--- config.mk ---
export PLATFORM = sky130hd
export DESIGN_NAME = mcd_top
export DESIGN_NICKNAME = d
export VERILOG_FILES = /design/src/mcd_pkg.sv /design/src/mcd_top.sv /design/src/mcd_edge_sel.sv /design/src/mcd_frac_core.sv
export SDC_FILE = /design/constraint.sdc
export NUM_CORES = 1
export LEC_CHECK = 0
export BUFFER_PORTS_ARGS = -buffer_cell sky130_fd_sc_hd__buf_2
export CORE_ASPECT_RATIO = 0.75
export CORE_MARGIN = 3
export CORE_UTILIZATION = 40
export CTS_BUF_LIST = sky130_fd_sc_hd__clkbuf_8
export DETAILED_ROUTE_END_ITERATION = 8
export GPL_ROUTABILITY_DRIVEN = 0
export HOLD_SLACK_MARGIN = 0.02
export PLACE_DENSITY = 0.57
export SETUP_SLACK_MARGIN = 0.3
export SYNTH_ARGS = -nofsm -noshare
export SYNTH_HDL_FRONTEND = slang
export SYNTH_SLANG_ARGS = --single-unit
--- constraint.sdc ---
create_clock -name pclk -period 7.4 [get_ports pclk]
set_clock_uncertainty 0.1 [all_clocks]
set_input_delay 0.37 -clock pclk [delete_from_list [all_inputs] [get_ports pclk]]
set_output_delay 0.37 -clock pclk [all_outputs]
set_load 0.01 [all_outputs]
--- src/mcd_pkg.sv ---
// Package for the audio master clock divider: register map, field
// positions, reset values, state encoding and the ratio carrier.
// Assumes a 12-bit APB byte address and 32-bit data words.
`default_nettype none

package mcd_pkg;

    ////////////////////////////////////////////////////////////////////////
    // Register map (byte addresses)
    localparam logic [11:0] MCD_MCR_OFF  = 12'h100;
    localparam logic [11:0] MCD_MDR_OFF  = 12'h104;
    localparam logic [11:0] MCD_STAT_OFF = 12'h108;
    localparam logic [11:0] MCD_MASK_OFF = 12'h10c;

    ////////////////////////////////////////////////////////////////////////
    // Field positions
    localparam int MCR_PEND_BIT  = 31;
    localparam int MCR_MOE_BIT   = 30;
    localparam int MCR_SEL_LSB   = 24;
    localparam int MCR_SEL_MSB   = 25;
    localparam int MDR_FRAC_LSB  = 12;
    localparam int MDR_FRAC_MSB  = 19;
    localparam int MDR_DIV_LSB   = 0;
    localparam int MDR_DIV_MSB   = 11;
    localparam int STAT_UPD_BIT  = 0;
    localparam int STAT_STOP_BIT = 1;

    ////////////////////////////////////////////////////////////////////////
    // Reset values and timing counts
    localparam logic [1:0] MCD_SEL_RST   = 2'h0;
    localparam logic [1:0] MCD_EVT_RST   = 2'h0;
    // Input-clock edges counted before a new ratio is handed to the divider
    localparam logic [1:0] MCD_SYNC_LAST = 2'h3;

    ////////////////////////////////////////////////////////////////////////
    // Types
    typedef struct packed {
        logic [7:0]  frac;
        logic [11:0] div;
    } mcd_ratio_s;

    localparam mcd_ratio_s MCD_RATIO_RST = '0;

    typedef enum logic [1:0] {
        MCD_OFF,
        MCD_RUN,
        MCD_STOP
    } mcd_state_e;

endpackage

`default_nettype wire

--- src/mcd_top.sv ---
// Audio master clock divider: APB registers, enable sequencing,
// on-the-fly ratio update, pin direction and interrupt status.
// Assumes one clock pclk; input clocks and the pin arrive synchronous.
//
// How it works
// - Bit 31 of control shows update pending
// - Ratio changes ignored while update pending
// - Enable bit runs divider, drives pin out
// - Enable clear: pin is input, bypasses divider
// - Enable reads one until divider fully stopped
// - Bits 25:24 pick input clock zero..three
// - Input select frozen while divider enabled
// - Divide write while running starts update
// - Divide writes dropped while update pending
// - Divide write while stopped loads directly, no flag
// - Output equals input times (frac+1)/(div+1)
// - Reserved bits read zero, writes ignored
// - Both input edges used, no new edges
`default_nettype none

module mcd_top
    import mcd_pkg::*;
(
    input  wire logic        pclk,
    input  wire logic        presetn,
    input  wire logic        psel,
    input  wire logic        penable,
    input  wire logic        pwrite,
    input  wire logic [11:0] paddr,
    input  wire logic [31:0] pwdata,
    output logic [31:0]      prdata,
    output logic             pready,
    output logic             pslverr,
    input  wire logic [3:0]  div_clk_in,
    input  wire logic        mclk_i,
    output logic             mclk_o,
    output logic             mclk_oe,
    output logic             mclk_int,
    output logic             irq
);

    ////////////////////////////////////////////////////////////////////////
    // Declarations
    mcd_state_e  state_q;
    mcd_ratio_s  ratio_q;
    mcd_ratio_s  active_q;
    mcd_ratio_s  wr_ratio;
    logic        pend_q;
    logic [1:0]  sync_cnt_q;
    logic [1:0]  sel_q;
    logic [1:0]  stat_q;
    logic [1:0]  stat_d;
    logic [1:0]  mask_q;
    logic [1:0]  stat_clr;
    logic [31:0] rdata_d;
    logic        err_d;
    logic        take;
    logic        wr_mcr;
    logic        wr_mdr;
    logic        wr_mask;
    logic        rd_stat;
    logic        edge_p;
    logic        div_out;
    logic        upd_done;
    logic        stop_done;
    logic        running;

    assign running = (state_q != MCD_OFF);

    ////////////////////////////////////////////////////////////////////////
    // APB slave: one wait state, then the transfer is taken
    assign take    = psel & penable & pready;
    assign wr_mcr  = take & pwrite & (paddr == MCD_MCR_OFF);
    assign wr_mdr  = take & pwrite & (paddr == MCD_MDR_OFF);
    assign wr_mask = take & pwrite & (paddr == MCD_MASK_OFF);
    assign rd_stat = take & ~pwrite & (paddr == MCD_STAT_OFF);

    assign wr_ratio.frac = pwdata[MDR_FRAC_MSB:MDR_FRAC_LSB];
    assign wr_ratio.div  = pwdata[MDR_DIV_MSB:MDR_DIV_LSB];

    always_comb begin
        rdata_d = 32'h0;
        err_d   = 1'b0;
        case (paddr)
            MCD_MCR_OFF: begin
                rdata_d[MCR_PEND_BIT] = pend_q;
                rdata_d[MCR_MOE_BIT]  = running;
                rdata_d[MCR_SEL_MSB:MCR_SEL_LSB] = sel_q;
            end
            MCD_MDR_OFF: begin
                rdata_d[MDR_FRAC_MSB:MDR_DIV_LSB] = ratio_q;
            end
            MCD_STAT_OFF: begin
                rdata_d[STAT_STOP_BIT:STAT_UPD_BIT] = stat_q;
            end
            MCD_MASK_OFF: begin
                rdata_d[STAT_STOP_BIT:STAT_UPD_BIT] = mask_q;
            end
            default: begin
                err_d = 1'b1;
            end
        endcase
    end

    // Read data is captured in the wait cycle and held for the taken edge
    always_ff @(posedge pclk or negedge presetn) begin
        if (!presetn) begin
            pready  <= 1'b0;
            pslverr <= 1'b0;
            prdata  <= 32'h0;
        end else begin
            pready  <= psel & penable & ~pready;
            pslverr <= psel & penable & ~pready & err_d;
            if (psel & penable & ~pready) begin
                prdata <= pwrite ? 32'h0 : rdata_d;
            end else begin
                prdata <= 32'h0;
            end
        end
    end

    ////////////////////////////////////////////////////////////////////////
    // Enable sequencing
    // A cleared enable waits for a low output, so no runt pulse leaves.
    // Never stop on an input edge: the core would still toggle on it.
    always_ff @(posedge pclk or negedge presetn) begin
        if (!presetn) begin
            state_q <= MCD_OFF;
        end else begin
            case (state_q)
                MCD_OFF: begin
                    if (wr_mcr && pwdata[MCR_MOE_BIT]) begin
                        state_q <= MCD_RUN;
                    end
                end
                MCD_RUN: begin
                    if (wr_mcr && !pwdata[MCR_MOE_BIT]) begin
                        state_q <= MCD_STOP;
                    end
                end
                MCD_STOP: begin
                    if (wr_mcr && pwdata[MCR_MOE_BIT]) begin
                        state_q <= MCD_RUN;
                    end else if (!div_out && !edge_p) begin
                        state_q <= MCD_OFF;
                    end
                end
                default: begin
                    state_q <= MCD_OFF;
                end
            endcase
        end
    end

    assign stop_done = (state_q == MCD_STOP) && !div_out && !edge_p &&
                       !(wr_mcr && pwdata[MCR_MOE_BIT]);

    // Changing the source under a running divider would glitch it
    always_ff @(posedge pclk or negedge presetn) begin
        if (!presetn) begin
            sel_q <= MCD_SEL_RST;
        end else if (wr_mcr && !running) begin
            sel_q <= pwdata[MCR_SEL_MSB:MCR_SEL_LSB];
        end
    end

    ////////////////////////////////////////////////////////////////////////
    // Ratio and on-the-fly update
    assign upd_done = pend_q &&
                      (!running || (edge_p && sync_cnt_q == MCD_SYNC_LAST));

    always_ff @(posedge pclk or negedge presetn) begin
        if (!presetn) begin
            ratio_q    <= MCD_RATIO_RST;
            active_q   <= MCD_RATIO_RST;
            pend_q     <= 1'b0;
            sync_cnt_q <= 2'h0;
        end else if (pend_q) begin
            // Writes arriving now are dropped
            if (upd_done) begin
                active_q <= ratio_q;
                pend_q   <= 1'b0;
            end else if (edge_p) begin
                sync_cnt_q <= sync_cnt_q + 2'h1;
            end
        end else if (wr_mdr) begin
            ratio_q <= wr_ratio;
            if (running) begin
                pend_q     <= 1'b1;
                sync_cnt_q <= 2'h0;
            end else begin
                active_q <= wr_ratio;
            end
        end
    end

    ////////////////////////////////////////////////////////////////////////
    // Divider datapath
    mcd_edge_sel u_edge (
        .clk    (pclk),
        .rst_n  (presetn),
        .clk_in (div_clk_in),
        .sel    (sel_q),
        .edge_p (edge_p)
    );

    mcd_frac_core u_core (
        .clk     (pclk),
        .rst_n   (presetn),
        .run     (running),
        .edge_p  (edge_p),
        .ratio   (active_q),
        .clk_out (div_out)
    );

    // Pin direction follows the enable; the disabled pin is a bypass input
    always_ff @(posedge pclk or negedge presetn) begin
        if (!presetn) begin
            mclk_oe  <= 1'b0;
            mclk_o   <= 1'b0;
            mclk_int <= 1'b0;
        end else begin
            mclk_oe  <= running;
            mclk_o   <= div_out;
            mclk_int <= mclk_oe ? div_out : mclk_i;
        end
    end

    ////////////////////////////////////////////////////////////////////////
    // Interrupt status: only bits seen by the read are cleared, and a new
    // event in the clearing cycle survives
    assign stat_clr = rd_stat ? prdata[STAT_STOP_BIT:STAT_UPD_BIT] : 2'h0;

    always_comb begin
        stat_d = stat_q & ~stat_clr;
        stat_d[STAT_UPD_BIT]  = stat_d[STAT_UPD_BIT] | upd_done;
        stat_d[STAT_STOP_BIT] = stat_d[STAT_STOP_BIT] | stop_done;
    end

    always_ff @(posedge pclk or negedge presetn) begin
        if (!presetn) begin
            stat_q <= MCD_EVT_RST;
            irq    <= 1'b0;
        end else begin
            stat_q <= stat_d;
            irq    <= |(stat_d & mask_q);
        end
    end

    always_ff @(posedge pclk or negedge presetn) begin
        if (!presetn) begin
            mask_q <= MCD_EVT_RST;
        end else if (wr_mask) begin
            mask_q <= pwdata[STAT_STOP_BIT:STAT_UPD_BIT];
        end
    end
endmodule

`default_nettype wire

--- src/mcd_edge_sel.sv ---
// Edge finder for the four divider input clocks, with source select.
// Assumes the input clocks are sampled as synchronous levels on clk.
`default_nettype none

module mcd_edge_sel
    import mcd_pkg::*;
(
    input  wire logic       clk,
    input  wire logic       rst_n,
    input  wire logic [3:0] clk_in,
    input  wire logic [1:0] sel,
    output logic            edge_p
);

    logic [3:0] prev_q;
    logic [3:0] chg;

    genvar i;
    generate
        for (i = 0; i < 4; i++) begin : g_src
            always_ff @(posedge clk or negedge rst_n) begin
                if (!rst_n) begin
                    prev_q[i] <= 1'b0;
                end else begin
                    prev_q[i] <= clk_in[i];
                end
            end
            assign chg[i] = prev_q[i] ^ clk_in[i];
        end
    endgenerate

    // Rising and falling edges both count, so a half period is one step
    always_ff @(posedge clk or negedge rst_n) begin
        if (!rst_n) begin
            edge_p <= 1'b0;
        end else begin
            edge_p <= chg[sel];
        end
    end

endmodule

`default_nettype wire

--- src/mcd_frac_core.sv ---
// Fractional divider core: toggles its output only on input-clock edges.
// Assumes edge_p pulses once per input edge and ratio.frac <= ratio.div.
`default_nettype none

module mcd_frac_core
    import mcd_pkg::*;
(
    input  wire logic       clk,
    input  wire logic       rst_n,
    input  wire logic       run,
    input  wire logic       edge_p,
    input  wire mcd_ratio_s ratio,
    output logic            clk_out
);

    logic [12:0] acc_q;
    logic [12:0] sum;
    logic [12:0] lim;

    always_comb begin
        sum = acc_q + {5'h0, ratio.frac} + 13'h1;
        lim = {1'b0, ratio.div} + 13'h1;
    end

    // Each input edge adds frac+1; crossing div+1 makes one output edge,
    // so at most one output edge per input edge and none in between
    always_ff @(posedge clk or negedge rst_n) begin
        if (!rst_n) begin
            acc_q   <= 13'h0;
            clk_out <= 1'b0;
        end else if (!run) begin
            acc_q   <= 13'h0;
            clk_out <= 1'b0;
        end else if (edge_p) begin
            if (sum >= lim) begin
                acc_q   <= sum - lim;
                clk_out <= ~clk_out;
            end else begin
                acc_q   <= sum;
            end
        end
    end

endmodule

`default_nettype wire

# --- After elaboration in Yosys (flattened, before gate mapping) ---
# Index checks and enable logic that the tools add are counted.
totals:
  reg_bits: 108
  out_inout_bits: 38
  wordCells: 131
op_classes:
  add_sub_neg: 5
  magnitude_cmp: 2
  n_eq_ne: 16
  mux: 35
  n_bitwise: 23
  n_reduce_logical: 26
op_table:
  columns: ["cell", "count"]
  rows:
  - ["20-bit 2-to-1 mux", 4]
  - ["32-bit 2-to-1 mux", 2]
  - ["12-bit by 9-bit equality test with 1-bit output, second input constant", 4]
  - ["13-bit 2-to-1 mux", 3]
  - ["2-bit 2-to-1 mux", 12]
  - ["18-bit 2-to-1 mux", 1]
  - ["12-bit by 1-bit adder with 13-bit output, second input constant", 1]
  - ["13-bit by 1-bit adder with 13-bit output, second input constant", 1]
  - ["13-bit by 8-bit adder with 13-bit output", 1]
  - ["13-bit greater-or-equal comparator", 1]
  - ["13-bit subtractor", 1]
  - ["2-bit one-hot mux with 3 select lines", 2]
  - ["1-bit AND", 10]
  - ["1-bit 2-to-1 mux", 10]
  - ["1-bit logical AND", 9]
  - ["2-bit by 1-bit inequality test with 1-bit output, second input constant", 4]
  - ["2-bit inequality test, second input constant", 4]
  - ["3-bit AND reduction", 2]
  - ["2-bit nonzero test", 3]
  - ["1-bit logical NOT", 5]
  - ["2-bit AND", 2]
  - ["2-bit equality test, second input constant", 2]
  - ["1-bit NOT", 4]
  - ["2-bit AND reduction", 2]
  - ["13 further kinds", 17]

# --- Depth between registers and ports, before layout ---
depth:
  ltp_word: 10
  depth_mapped: 17
  depth_no_buf: 17

# --- By module ---
# A second synthesis with hierarchy kept.
unflattened:
  cells_unflattened: 535
  hier_area_um2: 5764.3
by_module_without_submodules:
  columns: ["module", "n_inst", "cells_per_inst", "area_each_um2"]
  rows:
  - ["mcd_top", 1, 263, 3538.4]
  - ["mcd_frac_core", 1, 262, 2043.2]
  - ["mcd_edge_sel", 1, 10, 182.7]

# --- Least setup slack after synthesis ---
# No wires, ideal clock.
synth_path:
  path_type: "reg2reg"
  startpoint: "reg active_q[12] (netlist name)"
  endpoint: "reg u_core.acc_q[10]"
  arrival_ns: 3.538
  path_slack_ns: 3.680
  path_stages_with_launch: 18
  n_path_buf: 1
  synth_period_minus_slack_ns: 3.720
  cell_sequence: "dfrtp_1 inv_1 ha_1 inv_1 fa_1 nand3_1 nand2_1 a211oi_1 nor3b_1 xor2_1 ha_1 nand2_1 nor2_1 o211ai_1 and2_1 buf_2 or3b_2 a31oi_1"
synth_between:
  elab_chain_cells: 6
  word_cells_on_any_way: 7
  cone_classes: "3 x add/sub; 1 x order compare; 3 x mux"
synth_rtl:
  columns: ["item", "line", "rtl"]
  rows:
  - ["start: declaration", "mcd_top.sv:46", "mcd_ratio_s active_q;"]
  - ["start signal: assignment", "mcd_top.sv:181", "active_q <= ratio_q;"]
  - ["start signal: assignment", "mcd_top.sv:192", "active_q <= wr_ratio;"]
  - ["13-bit by 8-bit adder with 13-bit output (*)", "mcd_frac_core.sv:21", "sum = acc_q + {5'h0, ratio.frac} + 13'h1;"]
  - ["13-bit by 1-bit adder with 13-bit output (*)", "mcd_frac_core.sv:21", null]
  - ["13-bit subtractor / 13-bit greater-or-equal comparator (equally long branches)", "mcd_frac_core.sv:36, mcd_frac_core.sv:35", null]
  - ["13-bit 2-to-1 mux (*)", "mcd_frac_core.sv:35", "if (sum >= lim) begin"]
  - ["13-bit 2-to-1 mux (*)", "mcd_frac_core.sv:34", "end else if (edge_p) begin"]
  - ["13-bit 2-to-1 mux (*)", "mcd_frac_core.sv:31", "end else if (!run) begin"]
  - ["end signal: assignment", "mcd_frac_core.sv:36", "acc_q <= sum - lim;"]
  - ["end signal: assignment", "mcd_frac_core.sv:39", "acc_q <= sum;"]
  - ["end: declaration", "mcd_frac_core.sv:16", "logic [12:0] acc_q;"]
# Every way passes the cells marked *; elsewhere a longest branch is shown, timed or not. The select of a mux whose other input is x is not followed.
# A chain may end at the register's enable or synchronous reset.

# --- Worst setup path in the final report ---
layout_path:
  startpoint: "reg active_q[12] (netlist name)"
  endpoint: "reg u_core.acc_q[1]"
# Same word-level chain as after synthesis.

==> metrics.md <==
| Metric | Value |
|---|---|
| CP required | `between 7000 and 8000 ps` |
| Simple-gate share of the synthesized area | `0.152` |
| CTS tree | `done` |
| Area delta synth->final | `14.0%` |
| Register bit total from synthesis | `100` |
| Top layer reached by signal wires | `met4` |
| Worst Hold Class | `in -> reg` |
| Largest area contributor in the netlist | `dfrtp_1` |
| Antenna cell count | `0` |
| Met2 wire length | `~5000 um` |
| Synthesized area | `around 5400 um^2` |
| Cell internal pwr | `0.000729 W` |
| Tcrit/Tclk final | `0.609` |
| CP Capture Type | `register` |
| Commonest non-fill, non-tap cell in the layout | `dfrtp_1` |
| Initial core utilization | `0.412` |
| Die area | `approximately 15000 um^2` |
| Final Hold Fails | `0` |
| Part of the power in registers | `0.572` |
| Critical path peak fanout | `11` |
| Critical Path AT | `4630 ps` |
| Worst Setup Path Type | `reg -> reg` |
| Multi-input logic area | `around 2700 um^2` |
| F_max | `222 MHz` |
| Post-Synth Adder-Cell Area | `0.0609` |
| Met1 wire length | `between 5000 and 6000 um` |
| Boundary Pins | `92` |
| Placed insts | `approximately 750` |
| XOR/XNOR Fraction of Synth Area | `0.0521` |
| RSZ-0062 raised after global routing | `false` |
| Post-CTS Setup Inserts | `0` |
| Layout Cells excl Fill | `about 770` |
| Net load switching power | `between 0.0002 and 0.00025 W` |
| Top_reg_cell synth | `dfrtp_1` |
| Vias | `~4000` |
| Commonest cells after routing, fill and taps aside | `dfrtp_1 (100), buf_2 (73), nand2_1 (57)` |
| # nets final | `between 600 and 700` |
| TNS Setup | `0 ps` |
| Num CTS Buffers | `9` |
| WL per Instance | `around 15 um` |
| Least-Margin Pin Slew | `~1100 ps` |
| ANT nets after route | `0` |
| Clk slew on worst S/H paths | `around 100 ps` |
| Final Slew Violations | `0` |
| Root Buffer | `clkbuf_8` |
| Max stage delay on crit path | `~830 ps` |
| Clock power share | `0.380` |
| Crit-path cells | `inv_1 > ha_1 > inv_1 > fa_1 > nand3_1 > nand2_1 > a211oi_1 > nor2_1 > xor2_1 > ha_1 > a21oi_1 > o21ai_0 > a21oi_1 > and2_1 > mux2i_1 > a21oi_1` |
| Core footprint | `13100 um^2` |
| Avg Synthesized Cell Area | `~10 um^2` |
| Comb pwr share | `0.048` |
| Initial antenna violation count | `0` |
| Number of synthesized flops with an enable pin | `0` |
| Max Cap Viol | `0` |
| Mux contribution to synthesized area | `0.109` |
| DR WL met3 | `about 540 um` |
| Port bufs | `74` |
| Setup crit start kind | `register` |
| Largest net degree at the start of global routing | `between 60 and 70` |
| Pre-Repair DR Iteration Count | `4` |
| # rows | `36` |
| Clk Latency, worst-skew pair | `between 300 and 400 ps` |
| Max Buffers Root-to-Sink | `2` |
| Tmin final | `approximately 4500 ps` |
| Die height | `approximately 110 um` |
| Share of the synthesized area in the top cell type | `0.465` |
| Drt first-iter violations | `216` |
| Hpwl dp | `approximately 8500 um` |
| Post-route DRC | `0` |
| Main combinational cell family by area after synthesis | `simple AND/OR/NAND/NOR gates` |
| # setup viols final | `0` |
| Switching Fraction | `0.247` |
| Hold buffers post-CTS | `5` |
| P per Cell Area | `approximately 160 nW/um^2` |
| H-Tree Depth | `3` |
| Most frequent CP cell | `a21oi_1` |
| Slew HR | `0.233` |
| Clock Sinks | `100` |
| Share of cells above drive strength 1 | `0.222` |
| Wirelength, routed | `approximately 12000 um` |
| Synth area leaders | `dfrtp_1 (47%), mux2_2 (5.9%), ha_1 (5.3%)` |
| Compound-Gate Fraction of Synth Area | `0.125` |
| Register area | `2500 um^2` |
| Seq/Total Area, Yosys | `0.465` |
| First-pass GRT wire length | `19900 um` |
| Warnings from Yosys | `0` |
| Slowest-stage cell, CP | `a211oi_1` |
| PostCTS Resize Cnt | `0` |
| Leakage | `2.97 nW` |
| Total Routing Usage GR | `0.163` |
| Synth cell types | `57` |
| Post-Synthesis Cells | `around 520` |
| Vias in the first global route | `approximately 4100` |
| Via density | `about 5.2` |
| Fill cells | `1244` |
| Total grt overflow | `0` |
| VDD IR max | `roughly 73 uV` |
| Status | `finished clean` |
| Ys async rst share | `1.00` |
| Die extent in x | `around 140 um` |
==> cell type report <==
cell class,instances,share of cell area
clock inverter,6,0.0137
timing repair buffer,82,0.0726
clock buffer,9,0.0202
tap,171,0.0349
multi-input combinational,389,0.443
inverter,12,0.00734
sequential,100,0.408
==> cells in the mapped netlist, types with 2 or more instances <==
master / count
dfrtp_1: 100
nand2_1: 57
o21ai_0: 43
a21oi_1: 29
nor2_1: 29
mux2_2: 28
mux2i_1: 25
and2_1: 23
ha_1: 23
xnor2_1: 16
xor2_1: 16
clkbuf_1: 11
inv_1: 11
nand3_1: 11
buf_4: 9
and3_1: 7
a21o_1: 6
a31oi_1: 6
nor3_1: 6
a211oi_1: 5
nand2b_1: 4
o21a_1: 4
o211ai_1: 3
o22ai_1: 3
a21boi_0: 2
a22oi_1: 2
a41o_1: 2
a41oi_1: 2
and4_1: 2
buf_6: 2
fa_1: 2
nor2b_1: 2
nor3_4: 2
nor4_1: 2
==> state kept, by name, summed over array words and instances (netlist names) <==
name / count
prdata: 24
mclk_int: 1
pslverr: 1
pready: 1
mask_q: 2
u_core.acc_q: 13
u_edge.prev_q: 4
mclk_oe: 1
stat_q: 2
u_core.clk_out: 1
u_edge.edge_p: 1
pend_q: 1
mclk_o: 1
ratio_q: 20
sync_cnt_q: 2
sel_q: 2
irq: 1
active_q: 20
state_q: 2
==> metrics by stage <==
step / power, W / instance area, um^2 / worst slack (ps) / utilization / hold WS [ps]
after floorplan: 0.000582 / 5410 / 3680 / - / -25.6
after global placement: 0.000608 / 5880 / 3050 / 0.450 / 263
after detailed placement: 0.000610 / 5880 / 2960 / 0.450 / 269
after CTS: 0.000986 / 6130 / 2930 / 0.470 / 81.5
after global routing: 0.00101 / 6130 / 2470 / 0.470 / 86.7
final: 0.000968 / 6130 / 2900 / 0.470 / 105
==> cells by family (layout without fill, tap and decap cells) <==
group	count (synthesis)	after routing
AND/OR/NAND/NOR	157	157
AO/OA/AOI/OAI	113	113
flip-flops	100	100
multiplexers	54	54
buffers and inverters	36	109
XOR/XNOR	32	32
adder cells (fa/ha/maj)	25	25
other	1	8
==> worst max-delay path: cells and delay by family (launching register included) <==
kind | cells | cell delay [ps]
flip-flops | 1 | 390
adder cells (fa/ha/maj) | 3 | 1000
multiplexers | 1 | 250
AO/OA/AOI/OAI | 5 | 1460
buffers and inverters | 2 | 160
AND/OR/NAND/NOR | 4 | 780
XOR/XNOR | 1 | 200
==> per-layer routing <==
layer  global-route usage  up-vias
li1                     -     1959
met3               0.0387       11
met4               0.0422        0
met5                    0        -
met1                0.235     1938
met2                0.249       91
==> path summary, 6_finish.rpt <==
check | startpoint | to | slack, ps | cells after the start
worst max-delay path | active_q[12]$_DFFE_PN0P_ | u_core.acc_q[1]$_DFFE_PN0P_ | 2900 | 16
worst min-delay path | pwdata[30] | state_q[1]$_DFFE_PN0P_ | 100 | 2
worst max register to register | active_q[12]$_DFFE_PN0P_ | u_core.acc_q[1]$_DFFE_PN0P_ | 2900 | 16
worst min register to register | active_q[12]$_DFFE_PN0P_ | active_q[12]$_DFFE_PN0P_ | 390 | 2
max in group asynchronous | presetn | active_q[2]$_DFFE_PN0P_ | 5620 | 3
min in group asynchronous | presetn | u_edge.prev_q[1]$_DFF_PN0_ | 380 | 2
==> power groups by stage <==
stage	clock network [W]	registers [W]	logic (W)
2_1_floorplan	0	0.000561	0.0000205
5_1_grt	0.000404	0.000554	0.0000528
3_3_place_gp	0	0.000564	0.0000445
6_report	0.000368	0.000554	0.0000462
4_1_cts	0.000385	0.000553	0.0000475
3_5_place_dp	0	0.000564	0.0000454
Power figures use the tool's default switching activity.
